===== src/include/timer16_consts.svh =====
// Register offsets, reset values and widths of the timer count and compare register block
`ifndef TIMER16_CONSTS_SVH
`define TIMER16_CONSTS_SVH

`define COUNT_WIDTH            16
`define BYTE_WIDTH             8
`define COMPARE_CHANNELS       5

`define ADDR_U1_COUNT_LOW      8'h2C
`define ADDR_U1_COUNT_HIGH     8'h2D
`define ADDR_U3_COUNT_LOW      8'h88
`define ADDR_U3_COUNT_HIGH     8'h89
`define ADDR_U1_COMPARE_A_LOW  8'h2A
`define ADDR_U1_COMPARE_A_HIGH 8'h2B
`define ADDR_U1_COMPARE_B_LOW  8'h28
`define ADDR_U1_COMPARE_B_HIGH 8'h29
`define ADDR_U1_COMPARE_C_LOW  8'h78
`define ADDR_U1_COMPARE_C_HIGH 8'h79
`define ADDR_U3_COMPARE_A_LOW  8'h86
`define ADDR_U3_COMPARE_A_HIGH 8'h87
`define ADDR_U3_COMPARE_B_LOW  8'h84
`define ADDR_U3_COMPARE_B_HIGH 8'h85

`define RESET_BYTE             8'h00
`define RESET_WORD             16'h0000
`define UNMAPPED_READ          8'h00

`endif


===== src/include/timer16_pkg.sv =====
// State types of the timer count and compare register block
package timer16_pkg;

    typedef struct packed {
        logic [15:0] count;
        logic        block;
    } count_state_s;

    typedef struct packed {
        logic [15:0] value;
        logic        match;
    } compare_state_s;

    typedef struct packed {
        logic [7:0] staging;
        logic [7:0] rdata;
    } access_state_s;

endpackage : timer16_pkg


===== src/core/timer16_count_compare_regs.sv =====
// Byte-wide register access to two 16-bit timer counts and their compare values
`timescale 1ns/1ps
`include "timer16_consts.svh"

// Overview of operation
// - Count readable and writable as two bytes
// - High byte access goes through staging register
// - One staging register shared by all registers
// - Count write blocks next tick's compare matches
// - Three compare values for unit1, two for unit3, reset zero
module timer16_count_compare_regs (
    input  wire logic        clk_sys,
    input  wire logic        reset_n,
    input  wire logic [7:0]  reg_addr,
    input  wire logic        reg_wr,
    input  wire logic        reg_rd,
    input  wire logic [7:0]  reg_wdata,
    output logic      [7:0]  reg_rdata,
    input  wire logic        count_tick_unit1,
    input  wire logic        count_tick_unit3,
    output logic      [15:0] count_unit1,
    output logic      [15:0] count_unit3,
    output logic      [4:0]  compare_match
);

    localparam int CH = `COMPARE_CHANNELS;

    // Channel order: unit1 A, B, C, then unit3 A, B
    localparam logic [7:0] CMP_LOW  [CH] = '{`ADDR_U1_COMPARE_A_LOW, `ADDR_U1_COMPARE_B_LOW,
                                             `ADDR_U1_COMPARE_C_LOW, `ADDR_U3_COMPARE_A_LOW,
                                             `ADDR_U3_COMPARE_B_LOW};
    localparam logic [7:0] CMP_HIGH [CH] = '{`ADDR_U1_COMPARE_A_HIGH, `ADDR_U1_COMPARE_B_HIGH,
                                             `ADDR_U1_COMPARE_C_HIGH, `ADDR_U3_COMPARE_A_HIGH,
                                             `ADDR_U3_COMPARE_B_HIGH};
    localparam logic [4:0] CH_UNIT3 = 5'h18;

    ////////////////////////////////////////////////////////////////////////////////
    // Reset release

    logic [1:0] rst_sync_q;
    logic       rst_n;

    always_ff @(posedge clk_sys or negedge reset_n) begin
        if (!reset_n) begin
            rst_sync_q <= 2'h0;
        end else begin
            rst_sync_q <= {rst_sync_q[0], 1'b1};
        end
    end

    assign rst_n = rst_sync_q[1];

    ////////////////////////////////////////////////////////////////////////////////
    // Access decode and staging register

    timer16_pkg::access_state_s s_q;
    timer16_pkg::access_state_s s_d;

    logic [15:0] cmp_val [CH];
    logic [CH-1:0] cmp_load;
    logic        cnt1_load;
    logic        cnt3_load;
    logic        blk1;
    logic        blk3;
    logic [15:0] commit_word;
    logic        hit_high;

    assign commit_word = {s_q.staging, reg_wdata};

    always_comb begin
        s_d       = s_q;
        cmp_load  = '0;
        cnt1_load = 1'b0;
        cnt3_load = 1'b0;
        hit_high  = (reg_addr == `ADDR_U1_COUNT_HIGH) || (reg_addr == `ADDR_U3_COUNT_HIGH);
        for (int i = 0; i < CH; i++) begin
            if (reg_addr == CMP_HIGH[i]) begin
                hit_high = 1'b1;
            end
        end
        if (reg_wr) begin
            // Any high byte write lands in the one shared staging register
            if (hit_high) begin
                s_d.staging = reg_wdata;
            end
            // Low byte write commits staged high byte with it
            cnt1_load = (reg_addr == `ADDR_U1_COUNT_LOW);
            cnt3_load = (reg_addr == `ADDR_U3_COUNT_LOW);
            for (int i = 0; i < CH; i++) begin
                cmp_load[i] = (reg_addr == CMP_LOW[i]);
            end
        end else if (reg_rd) begin
            s_d.rdata = `UNMAPPED_READ;
            if (hit_high) begin
                s_d.rdata = s_q.staging;
            end
            // Low byte read latches the high byte for the following high read
            if (reg_addr == `ADDR_U1_COUNT_LOW) begin
                s_d.rdata   = count_unit1[7:0];
                s_d.staging = count_unit1[15:8];
            end
            if (reg_addr == `ADDR_U3_COUNT_LOW) begin
                s_d.rdata   = count_unit3[7:0];
                s_d.staging = count_unit3[15:8];
            end
            for (int i = 0; i < CH; i++) begin
                if (reg_addr == CMP_LOW[i]) begin
                    s_d.rdata   = cmp_val[i][7:0];
                    s_d.staging = cmp_val[i][15:8];
                end
            end
        end
    end

    always_ff @(posedge clk_sys or negedge rst_n) begin
        if (!rst_n) begin
            s_q <= '{staging: `RESET_BYTE, rdata: `RESET_BYTE};
        end else begin
            s_q <= s_d;
        end
    end

    assign reg_rdata = s_q.rdata;

    ////////////////////////////////////////////////////////////////////////////////
    // Counts and compare channels

    timer16_count_unit #(
        .WIDTH (`COUNT_WIDTH)
    ) u_count1 (
        .clk_sys     (clk_sys),
        .rst_n       (rst_n),
        .count_tick  (count_tick_unit1),
        .load        (cnt1_load),
        .load_value  (commit_word),
        .count_value (count_unit1),
        .block_match (blk1)
    );

    timer16_count_unit #(
        .WIDTH (`COUNT_WIDTH)
    ) u_count3 (
        .clk_sys     (clk_sys),
        .rst_n       (rst_n),
        .count_tick  (count_tick_unit3),
        .load        (cnt3_load),
        .load_value  (commit_word),
        .count_value (count_unit3),
        .block_match (blk3)
    );

    for (genvar g = 0; g < CH; g++) begin : g_cmp
        // A tick that coincides with a count write is swallowed by the write
        timer16_compare_channel u_cmp (
            .clk_sys       (clk_sys),
            .rst_n         (rst_n),
            .load          (cmp_load[g]),
            .load_value    (commit_word),
            .count_value   (CH_UNIT3[g] ? count_unit3 : count_unit1),
            .count_tick    (CH_UNIT3[g] ? count_tick_unit3 : count_tick_unit1),
            .block_match   (CH_UNIT3[g] ? (blk3 | cnt3_load) : (blk1 | cnt1_load)),
            .compare_value (cmp_val[g]),
            .match         (compare_match[g])
        );
    end

    ////////////////////////////////////////////////////////////////////////////////
    // Assertions

    property p_count_low_commit;
        @(posedge clk_sys) disable iff (!rst_n)
        (reg_wr && reg_addr == `ADDR_U1_COUNT_LOW)
            |=> (count_unit1 == {$past(s_q.staging), $past(reg_wdata)});
    endproperty
    a_count_low_commit: assert property (p_count_low_commit)
        else $error("unit1 count did not take staged high and written low byte");

    property p_high_read_staging;
        @(posedge clk_sys) disable iff (!rst_n)
        (reg_rd && !reg_wr && hit_high) |=> (reg_rdata == $past(s_q.staging));
    endproperty
    a_high_read_staging: assert property (p_high_read_staging)
        else $error("high byte read did not return the staging register");

    property p_shared_staging;
        @(posedge clk_sys) disable iff (!rst_n)
        (reg_wr && reg_addr == `ADDR_U1_COMPARE_A_HIGH) ##1
        (reg_wr && reg_addr == `ADDR_U3_COUNT_LOW)
            |=> (count_unit3[15:8] == $past(reg_wdata, 2));
    endproperty
    a_shared_staging: assert property (p_shared_staging)
        else $error("staging register is not shared between registers");

    // Armed block or a write in the same cycle swallows the tick's matches
    property p_write_blocks_match;
        @(posedge clk_sys) disable iff (!rst_n)
        ((blk1 || cnt1_load) && count_tick_unit1) |=> (compare_match[2:0] == 3'h0);
    endproperty
    a_write_blocks_match: assert property (p_write_blocks_match)
        else $error("compare match not blocked on the tick after a count write");

    property p_block_flag;
        @(posedge clk_sys) disable iff (!rst_n)
        (reg_wr && reg_addr == `ADDR_U3_COUNT_LOW) |=> blk3;
    endproperty
    a_block_flag: assert property (p_block_flag)
        else $error("count write did not arm the match block");

    property p_compare_commit;
        @(posedge clk_sys) disable iff (!rst_n)
        (reg_wr && reg_addr == `ADDR_U3_COMPARE_B_LOW)
            |=> (cmp_val[4] == {$past(s_q.staging), $past(reg_wdata)});
    endproperty
    a_compare_commit: assert property (p_compare_commit)
        else $error("compare value did not take the committed word");

    property p_low_read_latch;
        @(posedge clk_sys) disable iff (!rst_n)
        (reg_rd && !reg_wr && reg_addr == `ADDR_U3_COUNT_LOW)
            |=> (s_q.staging == $past(count_unit3[15:8])) && (reg_rdata == $past(count_unit3[7:0]));
    endproperty
    a_low_read_latch: assert property (p_low_read_latch)
        else $error("low byte read did not latch the high byte");

    property p_high_write_staging;
        @(posedge clk_sys) disable iff (!rst_n)
        (reg_wr && hit_high) |=> (s_q.staging == $past(reg_wdata));
    endproperty
    a_high_write_staging: assert property (p_high_write_staging)
        else $error("high byte write did not land in the staging register");

    // Counting
    property p_u1_count_tick;
        @(posedge clk_sys) disable iff (!rst_n)
        (count_tick_unit1 && !cnt1_load) |=> (count_unit1 == $past(count_unit1) + 16'h0001);
    endproperty
    a_u1_count_tick: assert property (p_u1_count_tick)
        else $error("unit1 count did not advance on its tick");

    property p_u3_count_tick;
        @(posedge clk_sys) disable iff (!rst_n)
        (count_tick_unit3 && !cnt3_load) |=> (count_unit3 == $past(count_unit3) + 16'h0001);
    endproperty
    a_u3_count_tick: assert property (p_u3_count_tick)
        else $error("unit3 count did not advance on its tick");

    property p_u1_count_hold;
        @(posedge clk_sys) disable iff (!rst_n)
        (!count_tick_unit1 && !cnt1_load) |=> $stable(count_unit1);
    endproperty
    a_u1_count_hold: assert property (p_u1_count_hold)
        else $error("unit1 count moved without tick or write");

    property p_u3_count_hold;
        @(posedge clk_sys) disable iff (!rst_n)
        (!count_tick_unit3 && !cnt3_load) |=> $stable(count_unit3);
    endproperty
    a_u3_count_hold: assert property (p_u3_count_hold)
        else $error("unit3 count moved without tick or write");

    // Compare values and the match block
    property p_u3_write_blocks;
        @(posedge clk_sys) disable iff (!rst_n)
        ((blk3 || cnt3_load) && count_tick_unit3) |=> (compare_match[4:3] == 2'h0);
    endproperty
    a_u3_write_blocks: assert property (p_u3_write_blocks)
        else $error("unit3 match not blocked after a count write");

    property p_match_fires_u1;
        @(posedge clk_sys) disable iff (!rst_n)
        (count_tick_unit1 && !(blk1 || cnt1_load) && count_unit1 == cmp_val[0]) |=> compare_match[0];
    endproperty
    a_match_fires_u1: assert property (p_match_fires_u1)
        else $error("unit1 channel A missed an equal count");

    property p_match_fires_u3;
        @(posedge clk_sys) disable iff (!rst_n)
        (count_tick_unit3 && !(blk3 || cnt3_load) && count_unit3 == cmp_val[3]) |=> compare_match[3];
    endproperty
    a_match_fires_u3: assert property (p_match_fires_u3)
        else $error("unit3 channel A missed an equal count");

    property p_compare_hold;
        @(posedge clk_sys) disable iff (!rst_n)
        !cmp_load[0] |=> $stable(cmp_val[0]);
    endproperty
    a_compare_hold: assert property (p_compare_hold)
        else $error("compare value changed without a low byte write");

    // Scenarios worth seeing
    c_write_with_tick: cover property (@(posedge clk_sys) disable iff (!rst_n)
        cnt1_load && count_tick_unit1);

    c_count_write: cover property (@(posedge clk_sys) disable iff (!rst_n)
        reg_wr && reg_addr == `ADDR_U1_COUNT_LOW);
    c_match_unit3: cover property (@(posedge clk_sys) disable iff (!rst_n) compare_match[3]);
    c_word_read: cover property (@(posedge clk_sys) disable iff (!rst_n)
        (reg_rd && reg_addr == `ADDR_U1_COMPARE_C_LOW) ##1 (reg_rd && reg_addr == `ADDR_U1_COMPARE_C_HIGH));

endmodule : timer16_count_compare_regs


===== src/core/timer16_count_unit.sv =====
// Running 16-bit count of one timer unit with the match block after a write
`timescale 1ns/1ps
`include "timer16_consts.svh"

module timer16_count_unit #(
    parameter int WIDTH = `COUNT_WIDTH
) (
    input  wire logic        clk_sys,
    input  wire logic        rst_n,
    input  wire logic        count_tick,
    input  wire logic        load,
    input  wire logic [15:0] load_value,
    output logic      [15:0] count_value,
    output logic             block_match
);

    if (WIDTH != `COUNT_WIDTH) begin : g_width_check
        $error("timer16_count_unit only serves a 16-bit count");
    end

    timer16_pkg::count_state_s s_q;
    timer16_pkg::count_state_s s_d;

    always_comb begin
        s_d = s_q;
        if (load) begin
            // A written count also blocks the compare on the following tick
            s_d.count = load_value;
            s_d.block = 1'b1;
        end else if (count_tick) begin
            s_d.count = s_q.count + 16'h0001;
            s_d.block = 1'b0;
        end
    end

    always_ff @(posedge clk_sys or negedge rst_n) begin
        if (!rst_n) begin
            s_q <= '{count: `RESET_WORD, block: 1'b0};
        end else begin
            s_q <= s_d;
        end
    end

    assign count_value = s_q.count;
    assign block_match = s_q.block;

endmodule : timer16_count_unit


===== src/core/timer16_compare_channel.sv =====
// One 16-bit compare value with its registered match pulse
`timescale 1ns/1ps
`include "timer16_consts.svh"

module timer16_compare_channel (
    input  wire logic        clk_sys,
    input  wire logic        rst_n,
    input  wire logic        load,
    input  wire logic [15:0] load_value,
    input  wire logic [15:0] count_value,
    input  wire logic        count_tick,
    input  wire logic        block_match,
    output logic      [15:0] compare_value,
    output logic             match
);

    timer16_pkg::compare_state_s s_q;
    timer16_pkg::compare_state_s s_d;

    always_comb begin
        s_d       = s_q;
        s_d.match = count_tick && !block_match && (count_value == s_q.value);
        if (load) begin
            s_d.value = load_value;
        end
    end

    always_ff @(posedge clk_sys or negedge rst_n) begin
        if (!rst_n) begin
            s_q <= '{value: `RESET_WORD, match: 1'b0};
        end else begin
            s_q <= s_d;
        end
    end

    assign compare_value = s_q.value;
    assign match         = s_q.match;

endmodule : timer16_compare_channel


===== config.mk =====
export PLATFORM = sky130hd
export DESIGN_NAME = timer16_count_compare_regs
export DESIGN_NICKNAME = d
export VERILOG_FILES = /design/src/include/timer16_pkg.sv /design/src/core/timer16_count_compare_regs.sv /design/src/core/timer16_count_unit.sv /design/src/core/timer16_compare_channel.sv
export VERILOG_INCLUDE_DIRS = /design/src /design/src/include
export SDC_FILE = /design/constraint.sdc
export NUM_CORES = 1
export LEC_CHECK = 0
export ABC_AREA = 0
export BUFFER_PORTS_ARGS = -buffer_cell sky130_fd_sc_hd__buf_2
export CAP_MARGIN = 20
export CORE_ASPECT_RATIO = 1.5
export CORE_UTILIZATION = 30
export CTS_BUF_LIST = sky130_fd_sc_hd__clkbuf_16
export CTS_CLUSTER_SIZE = 8
export DETAILED_ROUTE_END_ITERATION = 10
export SYNTH_ARGS = -nofsm -noshare
export SYNTH_HDL_FRONTEND = slang
export SYNTH_HIERARCHICAL = 1
export SYNTH_SLANG_ARGS = --single-unit

===== constraint.sdc =====
create_clock -name clk_sys -period 5.11 [get_ports clk_sys]
set_input_delay 1.022 -clock clk_sys [delete_from_list [all_inputs] [get_ports clk_sys]]
set_output_delay 1.022 -clock clk_sys [all_outputs]
set_load 0.005 [all_outputs]

==> Word level (Yosys, flattened, before mapping) <==
Cells that the tools add are included.
Widths: inputs -> output; s select.
{ "op_classes": {"add_sub_neg": 2, "n_mul": 0, "n_div": 0, "magnitude_cmp": 0, "n_eq_ne": 20, "shifts": 0, "muxes": 23, "n_bitwise": 3, "n_reduce_logical": 16} }
{ "op_table": {"columns": ["op", "count"], "rows": [
  ["$mux 16", 8],
  ["$eq 16x16->1", 5],
  ["$mux 17", 4],
  ["$eq 8x6->1 const B", 6],
  ["$eq 8x8->1 const B", 6],
  ["$add 16x1->16 const B", 2],
  ["$mux 8", 3],
  ["$eq 8x7->1 const B", 2],
  ["$reduce_bool 8->1", 1],
  ["$logic_and 1x1->1", 7],
  ["$mux 1", 7],
  ["$reduce_bool 2->1", 3],
  ["$mux 5", 1],
  ["$reduce_and 3->1", 1],
  ["$logic_not 1->1", 2],
  ["$ne 2x1->1 const B", 1],
  ["$or 1x1->1", 2],
  ["$reduce_and 2->1", 1],
  ["$logic_or 1x1->1", 1],
  ["$not 1->1", 1]
]} }
{ "totals": {"regBits": 137, "latchBits": 0, "ramBits": 0, "mem_bits_ro": 0, "inputBits": 22, "output_inout_bits": 45, "word_cells": 81, "n_memories": 0} }

==> Depth between registers and ports, before layout <==
Gate-level depths: netlist of the first run.
{ "logic_depth": {"ltp_word": 17, "ltp_mapped": 9} }

==> By module <==
The synthesis of the first run kept the hierarchy.
{ "by_module_without_submodules": {"columns": ["module", "n_inst", "cells_per_inst", "area_each_um2", "seq_area_each_um2"], "rows": [
  ["timer16_compare_channel", 5, 57, 800.8, 425.4],
  ["timer16_count_compare_regs", 1, 276, 2154.6, 450.4],
  ["timer16_count_unit", 2, 101, 980.9, 425.4]
]} }

==> Worst setup path after synthesis of the first run <==
No wires, ideal clock.
{ "synth_timing": {"kind": "input-to-reg", "startpoint": "input reg_addr[4]", "endpoint": "register g_cmp[3].u_cmp.s_q (netlist bit g_cmp[3].u_cmp/compare_value[1])", "setup_ps": 125, "arrival_ps": 3154, "required_ps": 4985, "path_slack_ps": 1831, "path_stages": 9, "n_path_buf": 5, "path_cell_list": "buf_6 -> or4b_1 -> buf_2 -> nor3_2 -> buf_2 -> and3_1 -> buf_2 -> buf_2 -> mux2_2"} }
{ "synth_via": {"elab_chain_len": 2} }
{ "synth_lines": {"columns": ["item", "line_no", "text"], "rows": [
  ["start: declaration", "timer16_count_compare_regs.sv:14", "input wire logic [7:0] reg_addr,"],
  ["$eq 8x8->1", "timer16_count_compare_regs.sv:90", "cmp_load[i] = (reg_addr == CMP_LOW[i]);"],
  ["$mux 5", "timer16_count_compare_regs.sv:81", "if (reg_wr) begin"],
  ["via cmp_load[3]", "timer16_count_compare_regs.sv:60", "logic [CH-1:0] cmp_load;"],
  ["end signal: assignment", "timer16_compare_channel.sv:30", "s_q <= '{value: `RESET_WORD, match: 1'b0};"],
  ["end: declaration", "timer16_compare_channel.sv:17", "timer16_pkg::compare_state_s s_q;"]
]} }
The timed path passes the listed nets, and every way through them passes these cells.
A chain may end at the register's enable or synchronous reset.

==> Final worst setup path of the first run <==
{ "layout_timing": {"startpoint": "input reg_addr[1]", "endpoint": "register s_q (netlist bit commit_word[12])"} }
{ "layout_via": {"elab_chain_len": 9, "word_cells_on_any_way": 31} }
{ "layout_lines": {"columns": ["item", "line_no", "text"], "rows": [
  ["$eq 8x6->1 (no source line) or $eq 8x8->1 (tied branches)", null, null],
  ["$logic_or 1x1->1 or $mux 16 (tied branches)", "timer16_count_compare_regs.sv:75, timer16_count_compare_regs.sv:102", null],
  ["$mux 1 or $mux 16 (tied branches) (5 in a row)", "timer16_count_compare_regs.sv:77, timer16_count_compare_regs.sv:107", null],
  ["$ne 2x1->1 (no source line) or $mux 16 (tied branches)", null, null],
  ["$reduce_and 3->1 (no source line) or $mux 8 (tied branches)", null, null],
  ["end signal: assignment", "timer16_count_compare_regs.sv:117", "s_q <= '{staging: `RESET_BYTE, rdata: `RESET_BYTE};"],
  ["end: declaration", "timer16_count_compare_regs.sv:56", "timer16_pkg::access_state_s s_q;"]
]} }
Several ways; a longest one is shown, not always the timed one. The select of a mux whose other input is x is not followed.

==> results_dict.tcl, run 1 <==
set metrics [dict create \
    setup.worst_path.class "in2reg" \
    clkLatencyLatePin_ps 430 \
    dominantRegCellSynth "sky130_fd_sc_hd__dfrtp_1" \
    total_via_count_in_the_routed_design 6366 \
    critical_path.reg2reg.startpoint "u_count1/count_value[1]" \
    worst_r2r_endpoint "u_count1/count_value[14]" \
    totalNegativeSetupSlack_ps 0 \
    postLayoutCellArea_sq_um 9368 \
    final_period_minus_worst_setup_slack_ps 3223 \
    layout_setup_ws_ps 1887 \
    cts-buffers-inserted 17 \
    p_int_w 0.002265 \
    placed_area_sq_um 8738 \
    first_global_vias 6527 \
    drt_pass1_iterations 5 \
    clk_pin_slew_ps 60 \
    synth_top_cells_by_area "sky130_fd_sc_hd__dfrtp_1, sky130_fd_sc_hd__mux2_2, sky130_fd_sc_hd__xor2_1, sky130_fd_sc_hd__o21ai_0, sky130_fd_sc_hd__nand2_1" \
    ant_nets 0 \
    number_of_max_slew_violations_in_the_final_report 0 \
    synth_fp_nets 787 \
    area_growth_syn_to_fin_pct 15.36 \
    floorplan.core_area_sq_um 26580 \
    register_area_sq_um 3432 \
    total_switching_power_w 0.001073 \
    wire_length_of_the_first_global_routing_pass_microns 40110 \
    hp-class "reg2reg" \
    antenna_found_initial 1 \
    max-vdd-ir-drop_v 0.0002613 \
    rr_worst_depth 5 \
    maximum_number_of_pins_on_one_net_before_global_route_repair 56 \
    category_of_the_worst_setup_path_launch_point "primary input" \
    layout.nets 835 \
    post-route-util 0.3524 \
    fp.dieH_microns 203.5 \
    leakage_power_nw 4.340 \
    synthesized_instance_count 763 \
    yosys_warnings 6 \
    layout.cells.most_common "sky130_fd_sc_hd__dfrtp_1" \
    layout-drive-gt1-share 0.2904 \
    die_w_microns 136.3 \
    netlist_area_sq_um 8120 \
    end_kind "flop" \
    num_rows 73 \
    yosys.cell_types.count 64 \
    cts.path.max_buffers 2 \
    ctsResizeCount 0 \
    number_of_diodes 0 \
    count_of_state_elements_after_synthesis 137 \
    crit_path_max_fanout 17 \
    postSynth.asyncResetShare 1.000 \
    floorplan.initialDensity 0.3055 \
    setup.reg_to_reg.worst_slack_ps 3200 \
    status "completed" \
    vias_per_cell 5.488 \
    num-fill-cells 2650 \
    finalWirelength_microns 26420 \
    fin_total_pwr_w 0.003338 \
    globalplace.congestion 0.9113 \
    layout_common_cells "sky130_fd_sc_hd__dfrtp_1, sky130_fd_sc_hd__mux2_2, sky130_fd_sc_hd__xor2_1, sky130_fd_sc_hd__buf_2, sky130_fd_sc_hd__nand2_1" \
    synthDominantAreaCellType "sky130_fd_sc_hd__dfrtp_1" \
    cts_hold_buffers 0 \
    grt_usage 0.1988 \
    worst_clock_skew_ps 6.708 \
    multi_input_combinational_cell_area_sq_um 4446 \
    tritoncts "built" \
    powerDensity_nw_per_um2 356.3 \
    max_slew_margin 0.2082 \
    power.share.switching 0.3214 \
    synth_area_per_cell_sq_um 10.64 \
    portBuffers 66 \
    preCtsSetupSlack_ps 1488 \
    floorplan.die_area_sq_um 27740 \
    io-pin-count 67 \
    rsz0062_at_grt "no" \
    drtIter0Drc 348 \
    crit_required_ps 5420 \
    grt_remaining_overflow 0 \
    combPwrFrac 0.163 \
    cts_root_buffer "sky130_fd_sc_hd__clkbuf_16" \
    setup_viol 0 \
    worstMarginPinSlew_ps 1183 \
    clock_sinks 137 \
    detail_route.wl_per_cell_microns 22.78 \
    remaining_drc_errors 0 \
    total_of_max_cap_violations 0 \
    hpwlAfterDp_microns 19560 \
    count_of_flip_flops_with_a_built_in_enable_after_synthesis 0 \
    finalCritPeriodShare 0.6307 \
    hold_viol_final 0 \
    synthDominantCellAreaShare 0.4222 \
    hold_depth 0 \
    crit_arrival_ps 3530 \
    synth_seq_area_share 0.4222 \
    ctsHtreeMaxLevel 4 \
    min_from "rst_sync_q[0]" \
    power.share.sequential 0.436 \
    worst_hold_path.endpoint "rst_sync_q[1]" \
    cts_setup_buffers 0 \
    clock_power_share 0.401 \
    fmax_mhz 310.3 \
]
==> layer usage <==
layer  part of all wire  GRT usage
met4              0.059     0.1302
met5                  0          0
met2               0.51     0.3392
met3              0.035    0.03057
met1               0.39     0.2276
==> worst max-delay path, stage by stage <==
cell	delay, ps
sky130_fd_sc_hd__buf_2	240
sky130_fd_sc_hd__nor4b_1	890
sky130_fd_sc_hd__and2_1	550
sky130_fd_sc_hd__nand2_1	100
sky130_fd_sc_hd__a221oi_1	330
sky130_fd_sc_hd__o21ai_0	120
sky130_fd_sc_hd__mux2_2	280
==> cell families after synthesis <==
family | share of synthesized area
adder cells (fa/ha/maj) | 0.003081
buffers and inverters | 0.03236
multiplexers | 0.1428
AO/OA/AOI/OAI | 0.1296
AND/OR/NAND/NOR | 0.1552
flip-flops | 0.4222
XOR/XNOR | 0.1143
other | 0.0004618
==> synthesized netlist by cell type (all sizes together), types with 4 or more instances <==
master	instances
a21oi	28
a221o	4
a221oi	8
a222oi	4
a22o	5
a22oi	9
and3	6
buf	27
clkbuf	20
dfrtp	137
inv	9
mux2	95
mux2i	9
nand2	64
nand2b	11
nand3	10
nand4	13
nor2	10
nor2b	8
nor3	16
nor3b	8
nor4	32
o21ai	71
o22a	4
o22ai	5
o2bb2ai	8
xnor2	20
xor2	86
==> stage by stage <==
step           cells  hold WS (ps)
6_report        1160         351.5
5_1_grt         1160         355.4
4_1_cts         1160         353.3
3_5_place_dp    1129         340.5
3_3_place_gp    1129         336.3
2_1_floorplan    763         331.2
==> worst max-delay path by stage <==
stage                                 end          start  depth (start not counted)
after CTS                 commit_word[15]    reg_addr[1]                          7
after floorplan           commit_word[10]  rst_sync_q[1]                          0
final                     commit_word[12]    reg_addr[1]                          7
after global placement    commit_word[15]    reg_addr[1]                          7
after global routing      commit_word[13]    reg_addr[1]                          7
after detailed placement  commit_word[15]    reg_addr[1]                          7
==> power groups by stage <==
stage	combinational, W	sequential, W	clock [W]
floorplan	0.000332	0.00139	0
detailed placement	0.000544	0.00147	0
CTS	0.000547	0.00145	0.00136
global placement	0.000534	0.00147	0
global route	0.000598	0.00148	0.00141
finish	0.000545	0.00145	0.00134
==> cell type report <==
type / count / area share
clock buffers: 17 / 0.04541
clock inverters: 14 / 0.02177
inverters: 9 / 0.003606
multi-input cells: 570 / 0.4746
flip-flops and latches: 137 / 0.3664
well taps: 337 / 0.04501
repair buffers: 76 / 0.04328
==> flip-flops by register name (all words and copies together), names as in the netlist <==
| name | flops |
|---|---|
| commit_word | 8 |
| g_cmp.u_cmp/compare_value | 80 |
| g_cmp.u_cmp/match | 5 |
| reg_rdata | 8 |
| rst_sync_q | 2 |
| u_count1/block_match | 1 |
| u_count1/count_value | 16 |
| u_count3/block_match | 1 |
| u_count3/count_value | 16 |
Note: power is estimated with default switching activity, not from simulation.
==> run 2, diff against run 1 <==
--- a/config.mk
+++ b/config.mk
@@ -6,7 +6,7 @@
 export SDC_FILE = /design/constraint.sdc
 export NUM_CORES = 1
 export LEC_CHECK = 0
-export ABC_AREA = 0
+export ABC_AREA = 1
 export BUFFER_PORTS_ARGS = -buffer_cell sky130_fd_sc_hd__buf_2
 export CAP_MARGIN = 20
 export CORE_ASPECT_RATIO = 1.5
==> constraint.sdc (replaced) <==
create_clock -name clk_sys -period 2.8 [get_ports clk_sys]
set_input_delay 0.56 -clock clk_sys [delete_from_list [all_inputs] [get_ports clk_sys]]
set_output_delay 0.56 -clock clk_sys [all_outputs]
set_load 0.005 [all_outputs]
==> results_dict.tcl, run 2 <==
set metrics [dict create \
    status "completed" \
    ant_nets 0 \
    cp_cell_sequence "buf_2 > nor2_2 > nand2_2 > inv_2 > nand2_2 > nor2_4 > nand2_1 > buf_4 > inv_1 > nand2_1 > nand2_1 > a21oi_1 > nand4_1 > nand2_1 > inv_1" \
    num_rows 76 \
    portBuffers 66 \
    ctsHtreeMaxLevel 4 \
    combPwrFrac 0.202 \
    postSynth.asyncResetShare 1.000 \
    total_via_count_in_the_routed_design 8170 \
    floorplan.initialDensity 0.3072 \
    power.share.sequential 0.451 \
    remaining_drc_errors 0 \
    slowest_stage "sky130_fd_sc_hd__nor2_2" \
    p_int_w 0.004013 \
    cts.path.max_buffers 2 \
    critPathMaxStageDelay_ps 220 \
    count_of_flip_flops_with_a_built_in_enable_after_synthesis 0 \
    first_global_vias 8077 \
    yosys_warnings 6 \
    synthDominantAreaCellType "sky130_fd_sc_hd__dfrtp_1" \
    category_of_the_worst_setup_path_launch_point "primary input" \
    detail_route.wl_per_cell_microns 17.79 \
    setup_viol 0 \
    hpwlAfterDp_microns 22620 \
    maximum_number_of_pins_on_one_net_before_global_route_repair 50 \
    cts_root_buffer "sky130_fd_sc_hd__clkbuf_16" \
    max_slew_margin 0.5246 \
    total_switching_power_w 0.002272 \
    synth_area_per_cell_sq_um 7.322 \
    yosys.cell_types.count 40 \
    finalWirelength_microns 30140 \
    layout-drive-gt1-share 0.1779 \
    end_kind "flop" \
    drtIter0Drc 655 \
    crit_required_ps 3160 \
    io-pin-count 67 \
    globalplace.congestion 0.9329 \
    count_of_state_elements_after_synthesis 137 \
    crit_arrival_ps 2360 \
    antenna_found_initial 0 \
    register_area_sq_um 3432 \
    fin_hold_ws_ps 360.5 \
    clock_sinks 137 \
    fin_total_pwr_w 0.006285 \
    fp.dieH_microns 213.1 \
    totalNegativeSetupSlack_ps 0 \
    synth_top_cells_by_area "sky130_fd_sc_hd__dfrtp_1, sky130_fd_sc_hd__nand2_1, sky130_fd_sc_hd__inv_1, sky130_fd_sc_hd__nor2_1, sky130_fd_sc_hd__o21ai_0" \
    ctsResizeCount 0 \
    total_of_max_cap_violations 0 \
    crit_path_frequent_cell "sky130_fd_sc_hd__nand2_1" \
    tritoncts "built" \
    hold_viol_final 0 \
    fmax_mhz 499.9 \
    max-vdd-ir-drop_v 0.0003750 \
    number_of_max_slew_violations_in_the_final_report 0 \
    final_period_minus_worst_setup_slack_ps 2000 \
    hp-class "reg2reg" \
    multi_input_combinational_cell_area_sq_um 4556 \
    drt_pass1_iterations 5 \
    layout.nets 1315 \
    clock_power_share 0.348 \
    netlist_top_cells_count "sky130_fd_sc_hd__nand2_1, sky130_fd_sc_hd__inv_1, sky130_fd_sc_hd__dfrtp_1, sky130_fd_sc_hd__nor2_1, sky130_fd_sc_hd__o21ai_0" \
    synth_seq_area_share 0.3847 \
    area_growth_syn_to_fin_pct 14.83 \
    layout.cells.most_common "sky130_fd_sc_hd__nand2_1" \
    finalCritPeriodShare 0.7144 \
    cts-buffers-inserted 17 \
    setup.worst_path.class "in2reg" \
    floorplan.core_area_sq_um 29000 \
    leakage_power_nw 5.192 \
    num-fill-cells 3036 \
    synthesized_instance_count 1217 \
    floorplan.die_area_sq_um 30410 \
    rsz0062_at_grt "no" \
    clk_pin_slew_ps 60 \
    layout_common_cells "sky130_fd_sc_hd__nand2_1, sky130_fd_sc_hd__inv_1, sky130_fd_sc_hd__dfrtp_1, sky130_fd_sc_hd__nor2_1, sky130_fd_sc_hd__o21ai_0" \
    number_of_diodes 0 \
    wire_length_of_the_first_global_routing_pass_microns 46640 \
    die_w_microns 142.7 \
    netlist_area_sq_um 8911 \
    vias_per_cell 4.823 \
    power.share.switching 0.3615 \
    post-synth-top-count-cell "sky130_fd_sc_hd__nand2_1" \
    worst_clock_skew_ps 9.379 \
    worstMarginPinSlew_ps 713.1 \
    crit_path_max_fanout 12 \
    powerDensity_nw_per_um2 614.2 \
    synthDominantCellAreaShare 0.3847 \
    clkLatencyLatePin_ps 430 \
    flip_flop_count_of_the_largest_register_after_layout 80 \
    dominantRegCellSynth "sky130_fd_sc_hd__dfrtp_1" \
    synth_fp_nets 1241 \
    grt_remaining_overflow 0 \
    grt_usage 0.2062 \
]
[run 2: cell count changes after synthesis, sizes merged, moves of 32 or more]
cell   before  now
xor2       86   21
inv         9  181
nand3      10   55
nand2      64  415
mux2       95   40
nor2       10  120
nor4       32    0
[run 2: cells by family after synthesis]
kind of cell    Yosys count  synth area share
compound gates          155            0.1098
mux                      40           0.05897
fa+ha+maj                 2          0.002808
simple gates            631            0.2995
flops                   137            0.3847
other cells               1         0.0004208
xor+xnor                 39           0.03833
buf+inv                 212            0.1054
[run 2: layout make-up]
type,count,area share
inverter,181,0.06713
multi-input combinational,868,0.4452
clock buffer,17,0.04158
tap,390,0.04769
timing repair buffer,86,0.04965
clock inverter,15,0.01333
sequential,137,0.3354
[run 2: power groups by stage]
stage | Combinational, W | Clock (W) | Sequential, W
2_1_floorplan | 0.000824 | 0 | 0.00263
3_3_place_gp | 0.00124 | 0 | 0.00286
3_5_place_dp | 0.00126 | 0 | 0.00286
4_1_cts | 0.00127 | 0.00222 | 0.00282
5_1_grt | 0.00143 | 0.00232 | 0.00288
6_report | 0.00127 | 0.00219 | 0.00283
[run 2: through the flow]
step | instance area, sq um | utilization | setup WS [ps] | instances
2_1_floorplan | 8912 | - | 522.8 | 1217
3_3_place_gp | 9661 | 0.3331 | 424.6 | 1661
3_5_place_dp | 9661 | 0.3331 | 414.1 | 1661
4_1_cts | 10230 | 0.3528 | 851.9 | 1694
5_1_grt | 10230 | 0.3528 | 657.7 | 1694
6_report | 10230 | 0.3528 | 799.8 | 1694
[run 2: worst paths after layout]
path | start | endpoint | slack, ps | cells after the start
setup / recovery | reg_addr[4] | reg_rdata[7] | 800 | 15
hold reg to reg | rst_sync_q[0] | rst_sync_q[1] | 360 | 0
min in group asynchronous | rst_sync_q[1] | g_cmp[4].u_cmp/match | 390 | 0
setup reg to reg | u_count1/count_value[1] | u_count1/count_value[12] | 1080 | 8
hold / removal | rst_sync_q[0] | rst_sync_q[1] | 360 | 0
max in group asynchronous | rst_sync_q[1] | g_cmp[3].u_cmp/compare_value[9] | 1660 | 1
[run 2: worst max-delay path, delay by kind of cell]
kind / cells / cell delay, ps
and+or+nand+nor: 9 / 1050
buffers and inverters: 5 / 670
AOI/OAI and AO/OA: 1 / 80
[run 2: layer usage]
metal	wire length, microns	vias up	GRT usage
met5	0	-	0
met4	1500	0	0.1138
met3	1228	75	0.02736
met2	15450	289	0.3690
met1	11960	3843	0.2350
li1	-	3963	-
[run 2: what timing repair did]
| action | 4_1_cts | 5_1_grt |
|---|---|---|
| hold buffers | 1 | 0 |
| hold endpoints to repair | 2 | 0 |
| setup buffers | 0 | 0 |
==> run 3, diff against run 2 <==
--- a/config.mk
+++ b/config.mk
@@ -6,7 +6,7 @@
 export SDC_FILE = /design/constraint.sdc
 export NUM_CORES = 1
 export LEC_CHECK = 0
-export ABC_AREA = 1
+export ABC_AREA = 0
 export BUFFER_PORTS_ARGS = -buffer_cell sky130_fd_sc_hd__buf_2
 export CAP_MARGIN = 20
 export CORE_ASPECT_RATIO = 1.5
==> constraint.sdc (replaced) <==
create_clock -name clk_sys -period 1.8 [get_ports clk_sys]
set_input_delay 0.36 -clock clk_sys [delete_from_list [all_inputs] [get_ports clk_sys]]
set_output_delay 0.36 -clock clk_sys [all_outputs]
set_load 0.005 [all_outputs]
==> results_dict.tcl, run 3 (synthesis gave the netlist of run 1 again) <==
set metrics [dict create \
    antenna_found_initial 0 \
    floorplan.core_area_sq_um 26580 \
    clock_sinks 137 \
    io-pin-count 67 \
    rsz0062_at_grt "yes" \
    setup_viol 9 \
    layout.cells.most_common "sky130_fd_sc_hd__dfrtp_1" \
    drt_pass1_iterations 5 \
    placed_area_sq_um 9540 \
    number_of_diodes 0 \
    cts_root_buffer "sky130_fd_sc_hd__clkbuf_16" \
    floorplan.die_area_sq_um 27740 \
    first_global_vias 6824 \
    category_of_the_worst_setup_path_launch_point "primary input" \
    hp-class "reg2async" \
    number_of_max_slew_violations_in_the_final_report 0 \
    layout-drive-gt1-share 0.3804 \
    finalWirelength_microns 26550 \
    floorplan.initialDensity 0.3055 \
    final_period_minus_worst_setup_slack_ps 1831 \
    finalCritPeriodShare 1.017 \
    maximum_number_of_pins_on_one_net_before_global_route_repair 69 \
    crit_arrival_ps 2200 \
    max-vdd-ir-drop_v 0.0007241 \
    crit_required_ps 2160 \
    ant_nets 0 \
    tritoncts "built" \
    crit_path_max_fanout 8 \
    layout_common_cells "sky130_fd_sc_hd__dfrtp_1, sky130_fd_sc_hd__mux2_2, sky130_fd_sc_hd__xor2_1, sky130_fd_sc_hd__buf_4" \
    num_rows 73 \
    total_via_count_in_the_routed_design 6560 \
    layout_setup_ws_ps -31.30 \
    ctsHtreeMaxLevel 4 \
    globalplace.congestion 0.8769 \
    violations "negative setup slack" \
    portBuffers 66 \
    postLayoutCellArea_sq_um 10310 \
    setup.worst_path.class "in2reg" \
    powerDensity_nw_per_um2 934.1 \
    cts-buffers-inserted 17 \
    fp.dieH_microns 203.5 \
    total_of_max_cap_violations 0 \
    clkLatencyLatePin_ps 430 \
    clk_pin_slew_ps 60 \
    totalNegativeSetupSlack_ps -198.7 \
    fmax_mhz 546.1 \
    rr_worst_depth 4 \
    num-fill-cells 2626 \
    remaining_drc_errors 0 \
    layout.nets 918 \
    drtIter0Drc 491 \
    cts.path.max_buffers 2 \
    fin_total_pwr_w 0.009627 \
    hold_viol_final 0 \
    status "finished, violations left" \
    vias_per_cell 5.273 \
    flip_flop_count_of_the_largest_register_after_layout 80 \
    leakage_power_nw 4.835 \
    grt_remaining_overflow 0 \
    wire_length_of_the_first_global_routing_pass_microns 40630 \
    detail_route.wl_per_cell_microns 21.34 \
    worst_clock_skew_ps 6.793 \
    preCtsSetupSlack_ps -607.2 \
    end_kind "flop" \
    grt_usage 0.1990 \
    hpwlAfterDp_microns 20240 \
    area_growth_syn_to_fin_pct 26.92 \
    die_w_microns 136.3 \
]
## run 3: routing by layer
| layer | track usage | vias up | routed length (microns) |
|---|---|---|---|
| met1 | 0.2242 | 3274 | 10350 |
| met3 | 0.02859 | 56 | 978 |
| met5 | 0 | - | 0 |
| met4 | 0.1119 | 0 | 1360 |
| met2 | 0.3535 | 182 | 13860 |
| li1 | - | 3048 | - |
## run 3: power breakdown
| group | internal, W | switching, W | leakage (nW) | total, W |
|---|---|---|---|---|
| sequential | 0.00334 | 0.000556 | 1.86 | 0.00389 |
| clock | 0.00218 | 0.00142 | 0.277 | 0.00360 |
| combinational | 0.000945 | 0.00119 | 2.70 | 0.00213 |
## run 3: worst max-delay path: stages
cell and delay, ps:
sky130_fd_sc_hd__buf_6 90, sky130_fd_sc_hd__or4b_4 540, sky130_fd_sc_hd__o32a_1 330, sky130_fd_sc_hd__a21oi_4 200, sky130_fd_sc_hd__buf_12 150, sky130_fd_sc_hd__a221oi_2 60
sky130_fd_sc_hd__a311oi_2 230, sky130_fd_sc_hd__o221a_2 220
## run 3: worst paths after layout
path	end	slack, ps	start
worst max register to register	g_cmp[2].u_cmp/match	100	u_count1/count_value[6]
worst max-delay path	reg_rdata[6]	-30	reg_addr[6]
min in group clk_sys	u_count3/count_value[3]	310	reg_wdata[3]
worst min register to register	u_count3/count_value[3]	210	rst_sync_q[1]
max in group asynchronous	g_cmp[1].u_cmp/compare_value[15]	910	rst_sync_q[1]
worst min-delay path	u_count3/count_value[3]	210	rst_sync_q[1]
## run 3: final cells by class
class	count	area, sq um	area share
inverter	9	33.78	0.003278
tap	337	421.7	0.04091
sequential	137	3435	0.3333
timing repair buffer	159	1202	0.1167
clock buffer	17	425.4	0.04128
multi-input combinational	570	4613	0.4476
clock inverter	15	175.2	0.01700
## run 3: metrics by stage
step / utilization / hold slack, ps / instances
after floorplan: - / 64.41 / 763
after global placement: 0.3589 / 145.7 / 1207
after detailed placement: 0.3589 / 146.7 / 1207
after CTS: 0.3838 / 230.2 / 1240
after global routing: 0.3878 / 240.2 / 1244
final: 0.3878 / 214.0 / 1244
## run 3: what timing repair did
action                     4_1_cts  5_1_grt
resized for setup               10       14
buffers inserted                 0        4
pin swaps                        5       13
gates cloned                     0        0
hold buffers                     1        0
hold endpoints to repair         2        0
setup endpoints to repair       64       73
